File: config.mk
export PLATFORM = sky130hd
export DESIGN_NAME = wqct_table
export DESIGN_NICKNAME = d
export VERILOG_FILES = /design/src/wqct_pkg.sv /design/src/wqct_admit_if.sv /design/src/wqct_admit.sv /design/src/wqct_table.sv
export SDC_FILE = /design/constraint.sdc
export NUM_CORES = 2
export LEC_CHECK = 0
export BUFFER_PORTS_ARGS = -buffer_cell sky130_fd_sc_hd__buf_2
export CAP_MARGIN = 20
export CORE_MARGIN = 5
export CORE_UTILIZATION = 49
export CTS_CLUSTER_DIAMETER = 50
export DETAILED_ROUTE_END_ITERATION = 10
export GPL_TIMING_DRIVEN = 0
export PLACE_DENSITY = 0.68
export SYNTH_ARGS = -nofsm -noshare
export SYNTH_HDL_FRONTEND = slang
export SYNTH_SLANG_ARGS = --single-unit
File: constraint.sdc
create_clock -name clk_i -period 5.34 [get_ports clk_i]
set_input_delay 0.267 -clock clk_i [delete_from_list [all_inputs] [get_ports clk_i]]
set_output_delay 0.267 -clock clk_i [all_outputs]
set_load 0.03 [all_outputs]
File: src/wqct_pkg.sv
/*
 * Constants, field layout and types of the work queue configuration table.
 * Assumes a single clock domain and a byte address space for the table.
 */
package wqct_pkg;
   // Table geometry
   localparam int NUM_WQ = 8;
   localparam int IDX_W = 3;
   localparam int ADDR_W = 16;
   localparam logic [ADDR_W-1:0] TABLE_OFFSET = 16'h0400;
   localparam logic [3:0] CFG_SIZE_CODE = 4'h0;
   localparam int BLK_SHIFT = int'(CFG_SIZE_CODE) + 5;
   localparam int QW_W = BLK_SHIFT - 3;
   localparam logic [ADDR_W-1:0] TABLE_BYTES =
      ADDR_W'(NUM_WQ << BLK_SHIFT);
   localparam logic [7:0] QUEUE_COUNT = 8'h08;
   localparam logic [15:0] TOTAL_STORAGE = 16'h0080;
   // Dwords held per queue block; the rest read as zero
   localparam int NUM_DW = 5;
   localparam int DW_SIZE = 0;
   localparam int DW_THR = 1;
   localparam int DW_MODE = 2;
   localparam int DW_OCC = 3;
   localparam int DW_XFER = 4;
   // Field positions and writable masks
   localparam int SIZE_W = 16;
   localparam int MODE_BIT = 31;
   localparam int PASID_EN_BIT = 28;
   localparam int PRIO_LSB = 4;
   localparam int PRIO_W = 4;
   localparam logic [31:0] MASK_SIZE = 32'h0000FFFF;
   localparam logic [31:0] MASK_THR = 32'h0000FFFF;
   localparam logic [31:0] MASK_MODE_R10 = 32'hBFFFFF00;
   localparam logic [31:0] MASK_MODE_R11 = 32'h000000F8;
   localparam logic [31:0] MASK_OCC_IE = 32'h00000001;
   localparam logic [31:0] MASK_OCC_R10 = 32'hFFFF0000;
   localparam logic [31:0] MASK_XFER_R11 = 32'h000007FF;
   localparam logic [31:0] CFG_RESET = 32'h00000000;
   // Traffic class fields of the group configuration
   localparam int TC_W = 3;
   localparam int TC_FIRST_LSB = 0;
   localparam int TC_SECOND_LSB = 3;
   // Enable check results
   typedef enum logic [2:0] {
      ERR_NONE,
      ERR_DEV_OFF,
      ERR_INACTIVE,
      ERR_OVERSUB,
      ERR_PRIORITY,
      ERR_MODE
   } wqct_enerr_t;
   typedef enum logic {EN_IDLE, EN_CHECK} wqct_en_state_t;
endpackage : wqct_pkg

File: src/wqct_admit_if.sv
/*
 * Carrier between the table and its submission admit logic.
 * Assumes both ends share the table clock; the path is combinational.
 */
interface wqct_admit_if;
   logic [15:0] size;
   logic [15:0] threshold;
   logic dedicated;
   logic enabled;
   logic limited;
   logic [15:0] occupancy;
   logic [15:0] eff_threshold;
   logic accept;
   logic retry;
   modport table_end (output size, threshold, dedicated, enabled, limited,
      occupancy, input eff_threshold, accept, retry);
   modport admit_end (input size, threshold, dedicated, enabled, limited,
      occupancy, output eff_threshold, accept, retry);
endinterface : wqct_admit_if

File: src/wqct_admit.sv
/*
 * Admit decision for one work submission against its queue settings.
 * Assumes the caller presents the addressed queue's fields and occupancy.
 */
module wqct_admit (
   // Queue settings and submission
   wqct_admit_if.admit_end adm
);
   logic thr_clamped;

   // Threshold above the size behaves as the size
   assign thr_clamped = adm.threshold > adm.size;
   assign adm.eff_threshold = thr_clamped ? adm.size : adm.threshold;

   always_comb begin
      adm.accept = 1'b0;
      adm.retry = 1'b0;
      // Inactive or disabled queues take nothing
      if (adm.enabled && adm.size != 16'h0000) begin
         // Dedicated queues ignore the threshold
         if (!adm.dedicated && adm.limited &&
               adm.occupancy >= adm.eff_threshold) begin
            adm.retry = 1'b1;
         end else begin
            adm.accept = 1'b1;
         end
      end
   end
endmodule : wqct_admit

File: src/wqct_table.sv
/*
 * Work queue configuration table: per-queue register blocks, field locks,
 * enable checks, submission admit and traffic class selection.
 * Assumes all inputs come from logic on clk_i and that software keeps
 * its own programming order.
 */
module wqct_table (
   // Clock and reset
   input wire logic clk_i,
   input wire logic srst_i,
   // Register access
   input wire logic reg_req_i,
   input wire logic reg_we_i,
   input wire logic [wqct_pkg::ADDR_W-1:0] reg_addr_i,
   input wire logic [1:0] reg_size_i,
   input wire logic [63:0] reg_wdata_i,
   output logic reg_ack_o,
   output logic reg_err_o,
   output logic [63:0] reg_rdata_o,
   // Capability and device state
   input wire logic cfg_support_i,
   input wire logic mode_support_i,
   input wire logic dev_enabled_i,
   output logic [7:0] queue_count_o,
   output logic [3:0] block_size_code_o,
   output logic [15:0] total_queue_storage_o,
   // Queue enable and disable commands
   input wire logic wq_enable_i,
   input wire logic wq_disable_i,
   input wire logic [wqct_pkg::IDX_W-1:0] wq_cmd_idx_i,
   output logic wq_cmd_done_o,
   output wqct_pkg::wqct_enerr_t wq_cmd_err_o,
   output logic [wqct_pkg::NUM_WQ-1:0] wq_enabled_o,
   // Work submission
   input wire logic sub_valid_i,
   input wire logic sub_limited_i,
   input wire logic [wqct_pkg::IDX_W-1:0] sub_wq_i,
   input wire logic [15:0] sub_occupancy_i,
   output logic sub_done_o,
   output logic sub_accept_o,
   output logic sub_retry_o,
   // Memory access traffic class
   input wire logic mem_req_i,
   input wire logic mem_tc_sel_i,
   input wire logic [5:0] group_tc_i,
   output logic mem_tc_valid_o,
   output logic [wqct_pkg::TC_W-1:0] mem_tc_o
);
   logic [31:0] cfg_r [wqct_pkg::NUM_WQ][wqct_pkg::NUM_DW];
   logic [wqct_pkg::NUM_WQ-1:0] wq_en_r;
   wqct_pkg::wqct_en_state_t en_state_r;
   logic [wqct_pkg::IDX_W-1:0] en_idx_r;
   logic [18:0] size_sum_r;
   logic cmd_done_r;
   wqct_pkg::wqct_enerr_t cmd_err_r;
   logic reg_ack_r;
   logic reg_err_r;
   logic [63:0] reg_rdata_r;
   logic sub_done_r;
   logic sub_accept_r;
   logic sub_retry_r;
   logic mem_tc_valid_r;
   logic [wqct_pkg::TC_W-1:0] mem_tc_r;

   logic [wqct_pkg::ADDR_W-1:0] rel_addr;
   logic in_table;
   logic misaligned;
   logic acc_ok;
   logic wr_ok;
   logic [wqct_pkg::IDX_W-1:0] acc_idx;
   logic [wqct_pkg::QW_W-1:0] acc_qw;
   logic [7:0] acc_be;
   logic [63:0] acc_bits;
   logic [63:0] rd_qword;
   logic [18:0] size_sum_nxt;
   wqct_pkg::wqct_enerr_t check_nxt;

   // Low address bits that must be zero for each access size
   function automatic logic [2:0] align_bits(input logic [1:0] sz);
      unique case (sz)
         2'h0: align_bits = 3'h0;
         2'h1: align_bits = 3'h1;
         2'h2: align_bits = 3'h3;
         2'h3: align_bits = 3'h7;
      endcase
   endfunction : align_bits

   // Byte lanes touched by an aligned access
   function automatic logic [7:0] lane_mask(input logic [1:0] sz,
         input logic [2:0] lo);
      logic [7:0] base;
      unique case (sz)
         2'h0: base = 8'h01;
         2'h1: base = 8'h03;
         2'h2: base = 8'h0F;
         2'h3: base = 8'hFF;
      endcase
      lane_mask = base << lo;
   endfunction : lane_mask

   function automatic logic [63:0] bit_mask(input logic [7:0] be);
      logic [63:0] m;
      m = 64'h0;
      for (int b = 0; b < 8; b++) begin
         m[8*b +: 8] = {8{be[b]}};
      end
      bit_mask = m;
   endfunction : bit_mask

   // Writable bits of one stored dword under the current states
   function automatic logic [31:0] wr_mask(input int dw, input logic cfg,
         input logic msup, input logic dev_en, input logic q_en);
      logic any_sup;
      logic [31:0] m;
      any_sup = cfg | msup;
      m = 32'h0;
      unique case (dw)
         wqct_pkg::DW_SIZE: begin
            if (cfg && !dev_en) begin
               m = wqct_pkg::MASK_SIZE;
            end
         end
         wqct_pkg::DW_THR: begin
            if (any_sup) begin
               m = wqct_pkg::MASK_THR;
            end
         end
         wqct_pkg::DW_MODE: begin
            if (any_sup && !q_en) begin
               m = wqct_pkg::MASK_MODE_R10;
            end
            if (cfg && !q_en) begin
               m = m | wqct_pkg::MASK_MODE_R11;
            end
         end
         wqct_pkg::DW_OCC: begin
            if (any_sup) begin
               m = wqct_pkg::MASK_OCC_IE;
            end
            if (any_sup && !q_en) begin
               m = m | wqct_pkg::MASK_OCC_R10;
            end
         end
         wqct_pkg::DW_XFER: begin
            if (cfg && !q_en) begin
               m = wqct_pkg::MASK_XFER_R11;
            end
         end
         default: m = 32'h0;
      endcase
      wr_mask = m;
   endfunction : wr_mask

   // Address decode: block index from base offset and block size
   assign rel_addr = reg_addr_i - wqct_pkg::TABLE_OFFSET;
   assign in_table = (reg_addr_i >= wqct_pkg::TABLE_OFFSET) &&
      (rel_addr < wqct_pkg::TABLE_BYTES);
   assign acc_idx = rel_addr[wqct_pkg::BLK_SHIFT +: wqct_pkg::IDX_W];
   assign acc_qw = rel_addr[3 +: wqct_pkg::QW_W];
   assign misaligned = (reg_addr_i[2:0] & align_bits(reg_size_i)) != 3'h0;
   assign acc_ok = reg_req_i && in_table && !misaligned;
   assign wr_ok = acc_ok && reg_we_i;
   assign acc_be = lane_mask(reg_size_i, reg_addr_i[2:0]);
   assign acc_bits = bit_mask(acc_be);

   // Qword read view; unheld dwords read as zero
   always_comb begin
      rd_qword = 64'h0;
      for (int h = 0; h < 2; h++) begin
         for (int d = 0; d < wqct_pkg::NUM_DW; d++) begin
            if (d == 2 * int'(acc_qw) + h) begin
               rd_qword[32*h +: 32] = cfg_r[acc_idx][d];
            end
         end
      end
   end

   // Field storage; locked bits keep their value
   always_ff @(posedge clk_i) begin
      if (srst_i) begin
         for (int q = 0; q < wqct_pkg::NUM_WQ; q++) begin
            for (int d = 0; d < wqct_pkg::NUM_DW; d++) begin
               cfg_r[q][d] <= wqct_pkg::CFG_RESET;
            end
         end
      end else if (wr_ok) begin
         for (int d = 0; d < wqct_pkg::NUM_DW; d++) begin
            if ((d >> 1) == int'(acc_qw)) begin
               cfg_r[acc_idx][d] <=
                  (cfg_r[acc_idx][d] &
                     ~(acc_bits[32*(d%2) +: 32] &
                       wr_mask(d, cfg_support_i, mode_support_i,
                          dev_enabled_i, wq_en_r[acc_idx]))) |
                  (reg_wdata_i[32*(d%2) +: 32] &
                     acc_bits[32*(d%2) +: 32] &
                     wr_mask(d, cfg_support_i, mode_support_i,
                        dev_enabled_i, wq_en_r[acc_idx]));
            end
         end
      end
   end

   // Register answer one cycle after the request
   always_ff @(posedge clk_i) begin
      if (srst_i) begin
         reg_ack_r <= 1'b0;
         reg_err_r <= 1'b0;
         reg_rdata_r <= 64'h0;
      end else begin
         reg_ack_r <= reg_req_i;
         // Misaligned or outside the table: refused, nothing changes
         reg_err_r <= reg_req_i && !acc_ok;
         if (acc_ok && !reg_we_i) begin
            reg_rdata_r <= rd_qword & acc_bits;
         end else begin
            reg_rdata_r <= 64'h0;
         end
      end
   end

   // Total storage claimed by all queues
   always_comb begin
      size_sum_nxt = 19'h0;
      for (int q = 0; q < wqct_pkg::NUM_WQ; q++) begin
         size_sum_nxt = size_sum_nxt +
            19'(cfg_r[q][wqct_pkg::DW_SIZE][wqct_pkg::SIZE_W-1:0]);
      end
   end

   // Consistency checks made at enable time
   always_comb begin
      check_nxt = wqct_pkg::ERR_NONE;
      if (!dev_enabled_i) begin
         check_nxt = wqct_pkg::ERR_DEV_OFF;
      end else if (cfg_r[en_idx_r][wqct_pkg::DW_SIZE][15:0] == 16'h0000) begin
         check_nxt = wqct_pkg::ERR_INACTIVE;
      end else if (size_sum_r > 19'(wqct_pkg::TOTAL_STORAGE)) begin
         check_nxt = wqct_pkg::ERR_OVERSUB;
      end else if (cfg_support_i && cfg_r[en_idx_r][wqct_pkg::DW_MODE]
            [wqct_pkg::PRIO_LSB +: wqct_pkg::PRIO_W] == 4'h0) begin
         check_nxt = wqct_pkg::ERR_PRIORITY;
      end else if (!cfg_r[en_idx_r][wqct_pkg::DW_MODE][wqct_pkg::MODE_BIT] &&
            !cfg_r[en_idx_r][wqct_pkg::DW_MODE][wqct_pkg::PASID_EN_BIT]) begin
         check_nxt = wqct_pkg::ERR_MODE;
      end
   end

   // Enable sequencer; the sum is registered first to keep the adder
   // chain out of the check path
   always_ff @(posedge clk_i) begin
      if (srst_i) begin
         en_state_r <= wqct_pkg::EN_IDLE;
         en_idx_r <= '0;
         size_sum_r <= 19'h0;
         wq_en_r <= '0;
         cmd_done_r <= 1'b0;
         cmd_err_r <= wqct_pkg::ERR_NONE;
      end else begin
         cmd_done_r <= 1'b0;
         unique case (en_state_r)
            wqct_pkg::EN_IDLE: begin
               if (wq_disable_i) begin
                  wq_en_r[wq_cmd_idx_i] <= 1'b0;
                  cmd_done_r <= 1'b1;
                  cmd_err_r <= wqct_pkg::ERR_NONE;
               end else if (wq_enable_i) begin
                  en_idx_r <= wq_cmd_idx_i;
                  size_sum_r <= size_sum_nxt;
                  en_state_r <= wqct_pkg::EN_CHECK;
               end
            end
            wqct_pkg::EN_CHECK: begin
               en_state_r <= wqct_pkg::EN_IDLE;
               cmd_done_r <= 1'b1;
               cmd_err_r <= check_nxt;
               if (check_nxt == wqct_pkg::ERR_NONE) begin
                  wq_en_r[en_idx_r] <= 1'b1;
               end
            end
         endcase
         // A disabled device holds every queue disabled
         if (!dev_enabled_i) begin
            wq_en_r <= '0;
         end
      end
   end

   // Submission admit for the addressed queue
   wqct_admit_if adm_if ();

   assign adm_if.size = cfg_r[sub_wq_i][wqct_pkg::DW_SIZE][15:0];
   assign adm_if.threshold = cfg_r[sub_wq_i][wqct_pkg::DW_THR][15:0];
   assign adm_if.dedicated =
      cfg_r[sub_wq_i][wqct_pkg::DW_MODE][wqct_pkg::MODE_BIT];
   assign adm_if.enabled = wq_en_r[sub_wq_i];
   assign adm_if.limited = sub_limited_i;
   assign adm_if.occupancy = sub_occupancy_i;

   wqct_admit u_admit (
      .adm (adm_if.admit_end)
   );

   always_ff @(posedge clk_i) begin
      if (srst_i) begin
         sub_done_r <= 1'b0;
         sub_accept_r <= 1'b0;
         sub_retry_r <= 1'b0;
      end else begin
         sub_done_r <= sub_valid_i;
         sub_accept_r <= sub_valid_i && adm_if.accept;
         sub_retry_r <= sub_valid_i && adm_if.retry;
      end
   end

   // Traffic class per descriptor selector
   always_ff @(posedge clk_i) begin
      if (srst_i) begin
         mem_tc_valid_r <= 1'b0;
         mem_tc_r <= '0;
      end else begin
         mem_tc_valid_r <= mem_req_i;
         if (mem_tc_sel_i) begin
            mem_tc_r <= group_tc_i[wqct_pkg::TC_SECOND_LSB +:
               wqct_pkg::TC_W];
         end else begin
            mem_tc_r <= group_tc_i[wqct_pkg::TC_FIRST_LSB +:
               wqct_pkg::TC_W];
         end
      end
   end

   // Capability report
   assign queue_count_o = wqct_pkg::QUEUE_COUNT;
   assign block_size_code_o = wqct_pkg::CFG_SIZE_CODE;
   assign total_queue_storage_o = wqct_pkg::TOTAL_STORAGE;

   assign reg_ack_o = reg_ack_r;
   assign reg_err_o = reg_err_r;
   assign reg_rdata_o = reg_rdata_r;
   assign wq_cmd_done_o = cmd_done_r;
   assign wq_cmd_err_o = cmd_err_r;
   assign wq_enabled_o = wq_en_r;
   assign sub_done_o = sub_done_r;
   assign sub_accept_o = sub_accept_r;
   assign sub_retry_o = sub_retry_r;
   assign mem_tc_valid_o = mem_tc_valid_r;
   assign mem_tc_o = mem_tc_r;
endmodule : wqct_table

==> results_dict.tcl <==
set metrics [dict create \
    p_total_uw 26600 \
    setup_viol 0 \
    first_iter_violations 9343 \
    regToRegSetupSlack_ns 0.27 \
    worstPathRequired_ns 6.02 \
    grt-ovfl-total 0 \
    whs_ns 0.0350 \
    viasPerCell 6.68 \
    finalWirelength_um 267000 \
    place_inst 7173 \
    clkLatencyLatePin_ns 0.82 \
    die_h_um 371 \
    syn_avg_cell_area_sq_um 12.4 \
    r2r_start "cfg_r[7][139]" \
    io_pins 236 \
    drv_slew 0 \
    path_clk_slew_ns 0.06 \
    hp-class "in -> reg" \
    layout-drive-gt1-share_pct 13.9 \
    fillers 10600 \
    peakVddDrop_mv 0.300 \
    nNetsFinal 5919 \
    switching_power_uw 7330 \
    cts_sinks 1391 \
    final_core_util_pct 57.3 \
    startpoint_type "flip-flop" \
    synthArstFlopShare_pct 0 \
    post_cts.repair.setup_buffers 0 \
    start_util_pct 49.3 \
    first_global_vias 47300 \
    yosys.area.top_type_share_pct 60.2 \
    use_met2_pct 53.0 \
    syn_area_sq_mm 0.0638 \
    powerDensity_mw_per_mm2 359 \
    vias 50400 \
    layout_min_cycle_time_ns 5.07 \
    layout-area-overhead-vs-synth_pct 16.3 \
    die_w_um 371 \
    synth_cells 5139 \
    end_kind "flip-flop" \
    use_met3_pct 18.8 \
    antenna_found_initial 26 \
    dieArea_sq_mm 0.138 \
    max_slew_margin_pct 7.04 \
    comb_power_share_pct 14.2 \
    drv_cap 0 \
    ys_seq_elements 1391 \
    startpoint "cfg_r[7][139]" \
    synthTopCellsByArea "edfxtp_1 (60%), nor2_1 (8.2%), a22oi_1 (5.5%)" \
    r2r_cells 16 \
    grt.busiest_layer "met2" \
    wl_per_cell_um 35.4 \
    worst_ep_arrival_time_ns 5.75 \
    grt_use_total_pct 38.1 \
    yosysTopAreaCell "edfxtp_1" \
    fmax_ghz 0.197 \
    p_leak_uw 0.0268 \
    fp.coreArea_sq_mm 0.129 \
    hold_viol_final 0 \
    cts-buffers-inserted 153 \
    status "finished, final reports clean" \
    synth-warning-count 0 \
    io_buffers 199 \
    gp_congestion 1.07 \
    seq_area_frac_synth_pct 63.7 \
    whs_path_depth 3 \
    p_sw_share_pct 27.5 \
    drtAntennaViolNets 0 \
    fin_crit_sh_pct 94.9 \
    critical_path_peak_fanout 10 \
    dr.pass1.iters 9 \
    power.share.clock_pct 39.1 \
    grt_max_degree 52 \
    tightest_slew_ns 1.39 \
    ctsRootBufferMaster "clkbuf_16" \
    grt_pass1_wl_um 363000 \
    synth.distinct_cells 76 \
    p_seq_share_pct 46.7 \
    hold_start "reg_wdata_i[60]" \
    rsz0062_at_grt "false" \
    drc_errors 0 \
    cts_buffer_depth 3 \
    cts-htree-levels 4 \
    cts_tree "built" \
    skew_ns 0.0373 \
    rows 132 \
    instances_no_fill 7553 \
    synth_ff_type "edfxtp_1" \
    internal_power_uw 19300 \
    synth-edff-count 1280 \
    dp_hpwl_um 180000 \
    use_met1_pct 47.2 \
    path_class "reg -> reg" \
]
## synth_stat cells (9+ instances only)
master / n
nor4_1: 30
a22o_1: 61
and4_1: 31
mux2_2: 43
o21ai_0: 52
and2_1: 9
or4_1: 12
edfxtp_1: 1280
o21a_1: 12
dfxtp_1: 111
nand2b_1: 17
ha_1: 51
a21oi_1: 64
nor3_1: 29
buf_4: 32
nand3_1: 34
clkbuf_1: 271
a22oi_1: 464
nor2_1: 1398
a211oi_1: 41
fa_1: 95
mux4_2: 71
inv_1: 157
mux2i_1: 159
nand4_1: 73
and3_1: 30
buf_2: 84
nand2_1: 162
a221oi_1: 55
buf_1: 50
a222oi_1: 9
nor2b_1: 14
## cell type report
class / count / area, sq um / share of cell area (%)
flip-flops and latches: 1391 / 40700 / 54.8
multi-input cells: 3178 / 20900 / 28.2
clock buffers: 205 / 4140 / 5.57
repair buffers: 331 / 2950 / 3.98
well taps: 1742 / 2180 / 2.94
plain buffers: 438 / 1930 / 2.60
clock inverters: 76 / 722 / 0.973
inverters: 157 / 589 / 0.794
diodes: 35 / 87.6 / 0.118
## placed cells by master, fill, tap and decap left out, types with 41 or more instances in the layout
cell and n:
a22o_1 61, a21oi_1 64, nand2_1 138, clkbuf_16 156, dfxtp_1 111, mux2i_1 158, inv_1 157, mux4_2 71
dlygate4sd3_1 60, fa_1 95, nor2_1 1396, nand4_1 73, mux2_2 43, a221oi_1 55, clkbuf_1 293, a211oi_1 41
buf_1 41, edfxtp_1 1280, a22oi_1 464, ha_1 51, o21ai_0 52, buf_2 290
## power groups by stage
| stage | combinational, uW | clock (uW) | sequential [uW] |
|---|---|---|---|
| floorplan | 2230 | 0 | 12600 |
| global placement | 3430 | 0 | 12700 |
| detailed placement | 3580 | 0 | 12700 |
| CTS | 3640 | 10300 | 12400 |
| global route | 3990 | 10800 | 12500 |
| finish | 3780 | 10400 | 12400 |
## worst max-delay path: stages, from the launching register on
cell	delay [ns]
edfxtp_1	0.53
mux4_2	0.51
mux2i_1	0.68
ha_1	0.39
o21ai_0	0.17
nor2_1	0.06
o21ai_0	0.17
a21boi_0	0.18
o41ai_4	0.63
buf_4	0.32
mux2i_1	0.24
ha_1	0.27
and4_1	0.21
a21oi_1	0.14
o211ai_1	0.09
o21bai_1	0.19
and3b_1	0.16
## what timing repair did
| action | CTS | global route |
|---|---|---|
| pin swaps | 0 | 0 |
| endpoints found under the setup margin | 2 | 2 |
| hold buffers | 60 | 0 |
| resized for setup | 5 | 7 |
| hold endpoints to repair | 308 | 0 |
## metal layers
layer	part of all wire (%)	wire, um	vias to the layer above
li1	-	-	20000
met1	33	87900	24400
met2	41	110000	4936
met3	18	48300	1091
met4	7.8	21000	21
met5	0.11	301	-
## cells by family after synthesis
kind of cell	synth area share, %
adders and majority gates	3.98
buffers and inverters	3.88
AOI/OAI and AO/OA	9.88
DFF	63.7
xor gates and xnor gates	0.137
muxes	6.06
and+or+nand+nor	12.3
other	0.0118
## flip-flops by register name, indices dropped and copies added (netlist names), named ones only
register and cells:
wq_cmd_done_o 1, sub_retry_o 1, size_sum_r 19, sub_done_o 1
cfg_r 1280, reg_ack_o 1, mem_tc_valid_o 1, wq_enabled_o 8
en_state_r 1, reg_err_o 1, mem_tc_o 3, reg_rdata_o 64
wq_cmd_err_o 3, en_idx_r 3, sub_accept_o 1
## path summary, 6_finish.rpt
path / to
worst max-delay path: sub_retry_o
worst min-delay path: cfg_r[4][60]
worst max register to register: sub_retry_o
worst min register to register: wq_cmd_err_o[2]
## through the flow
step | setup WS, ns | cell area, sq um | TNS [ns]
floorplan | 0.0997 | 63900 | 0
global placement | -2.17 | 67100 | -1895.58
detailed placement | -1.24 | 68600 | -2.41
CTS | 0.123 | 74000 | 0
global route | 0.00682 | 74100 | 0
finish | 0.271 | 74200 | 0
No activity file was read; power rests on OpenSTA's default activity.
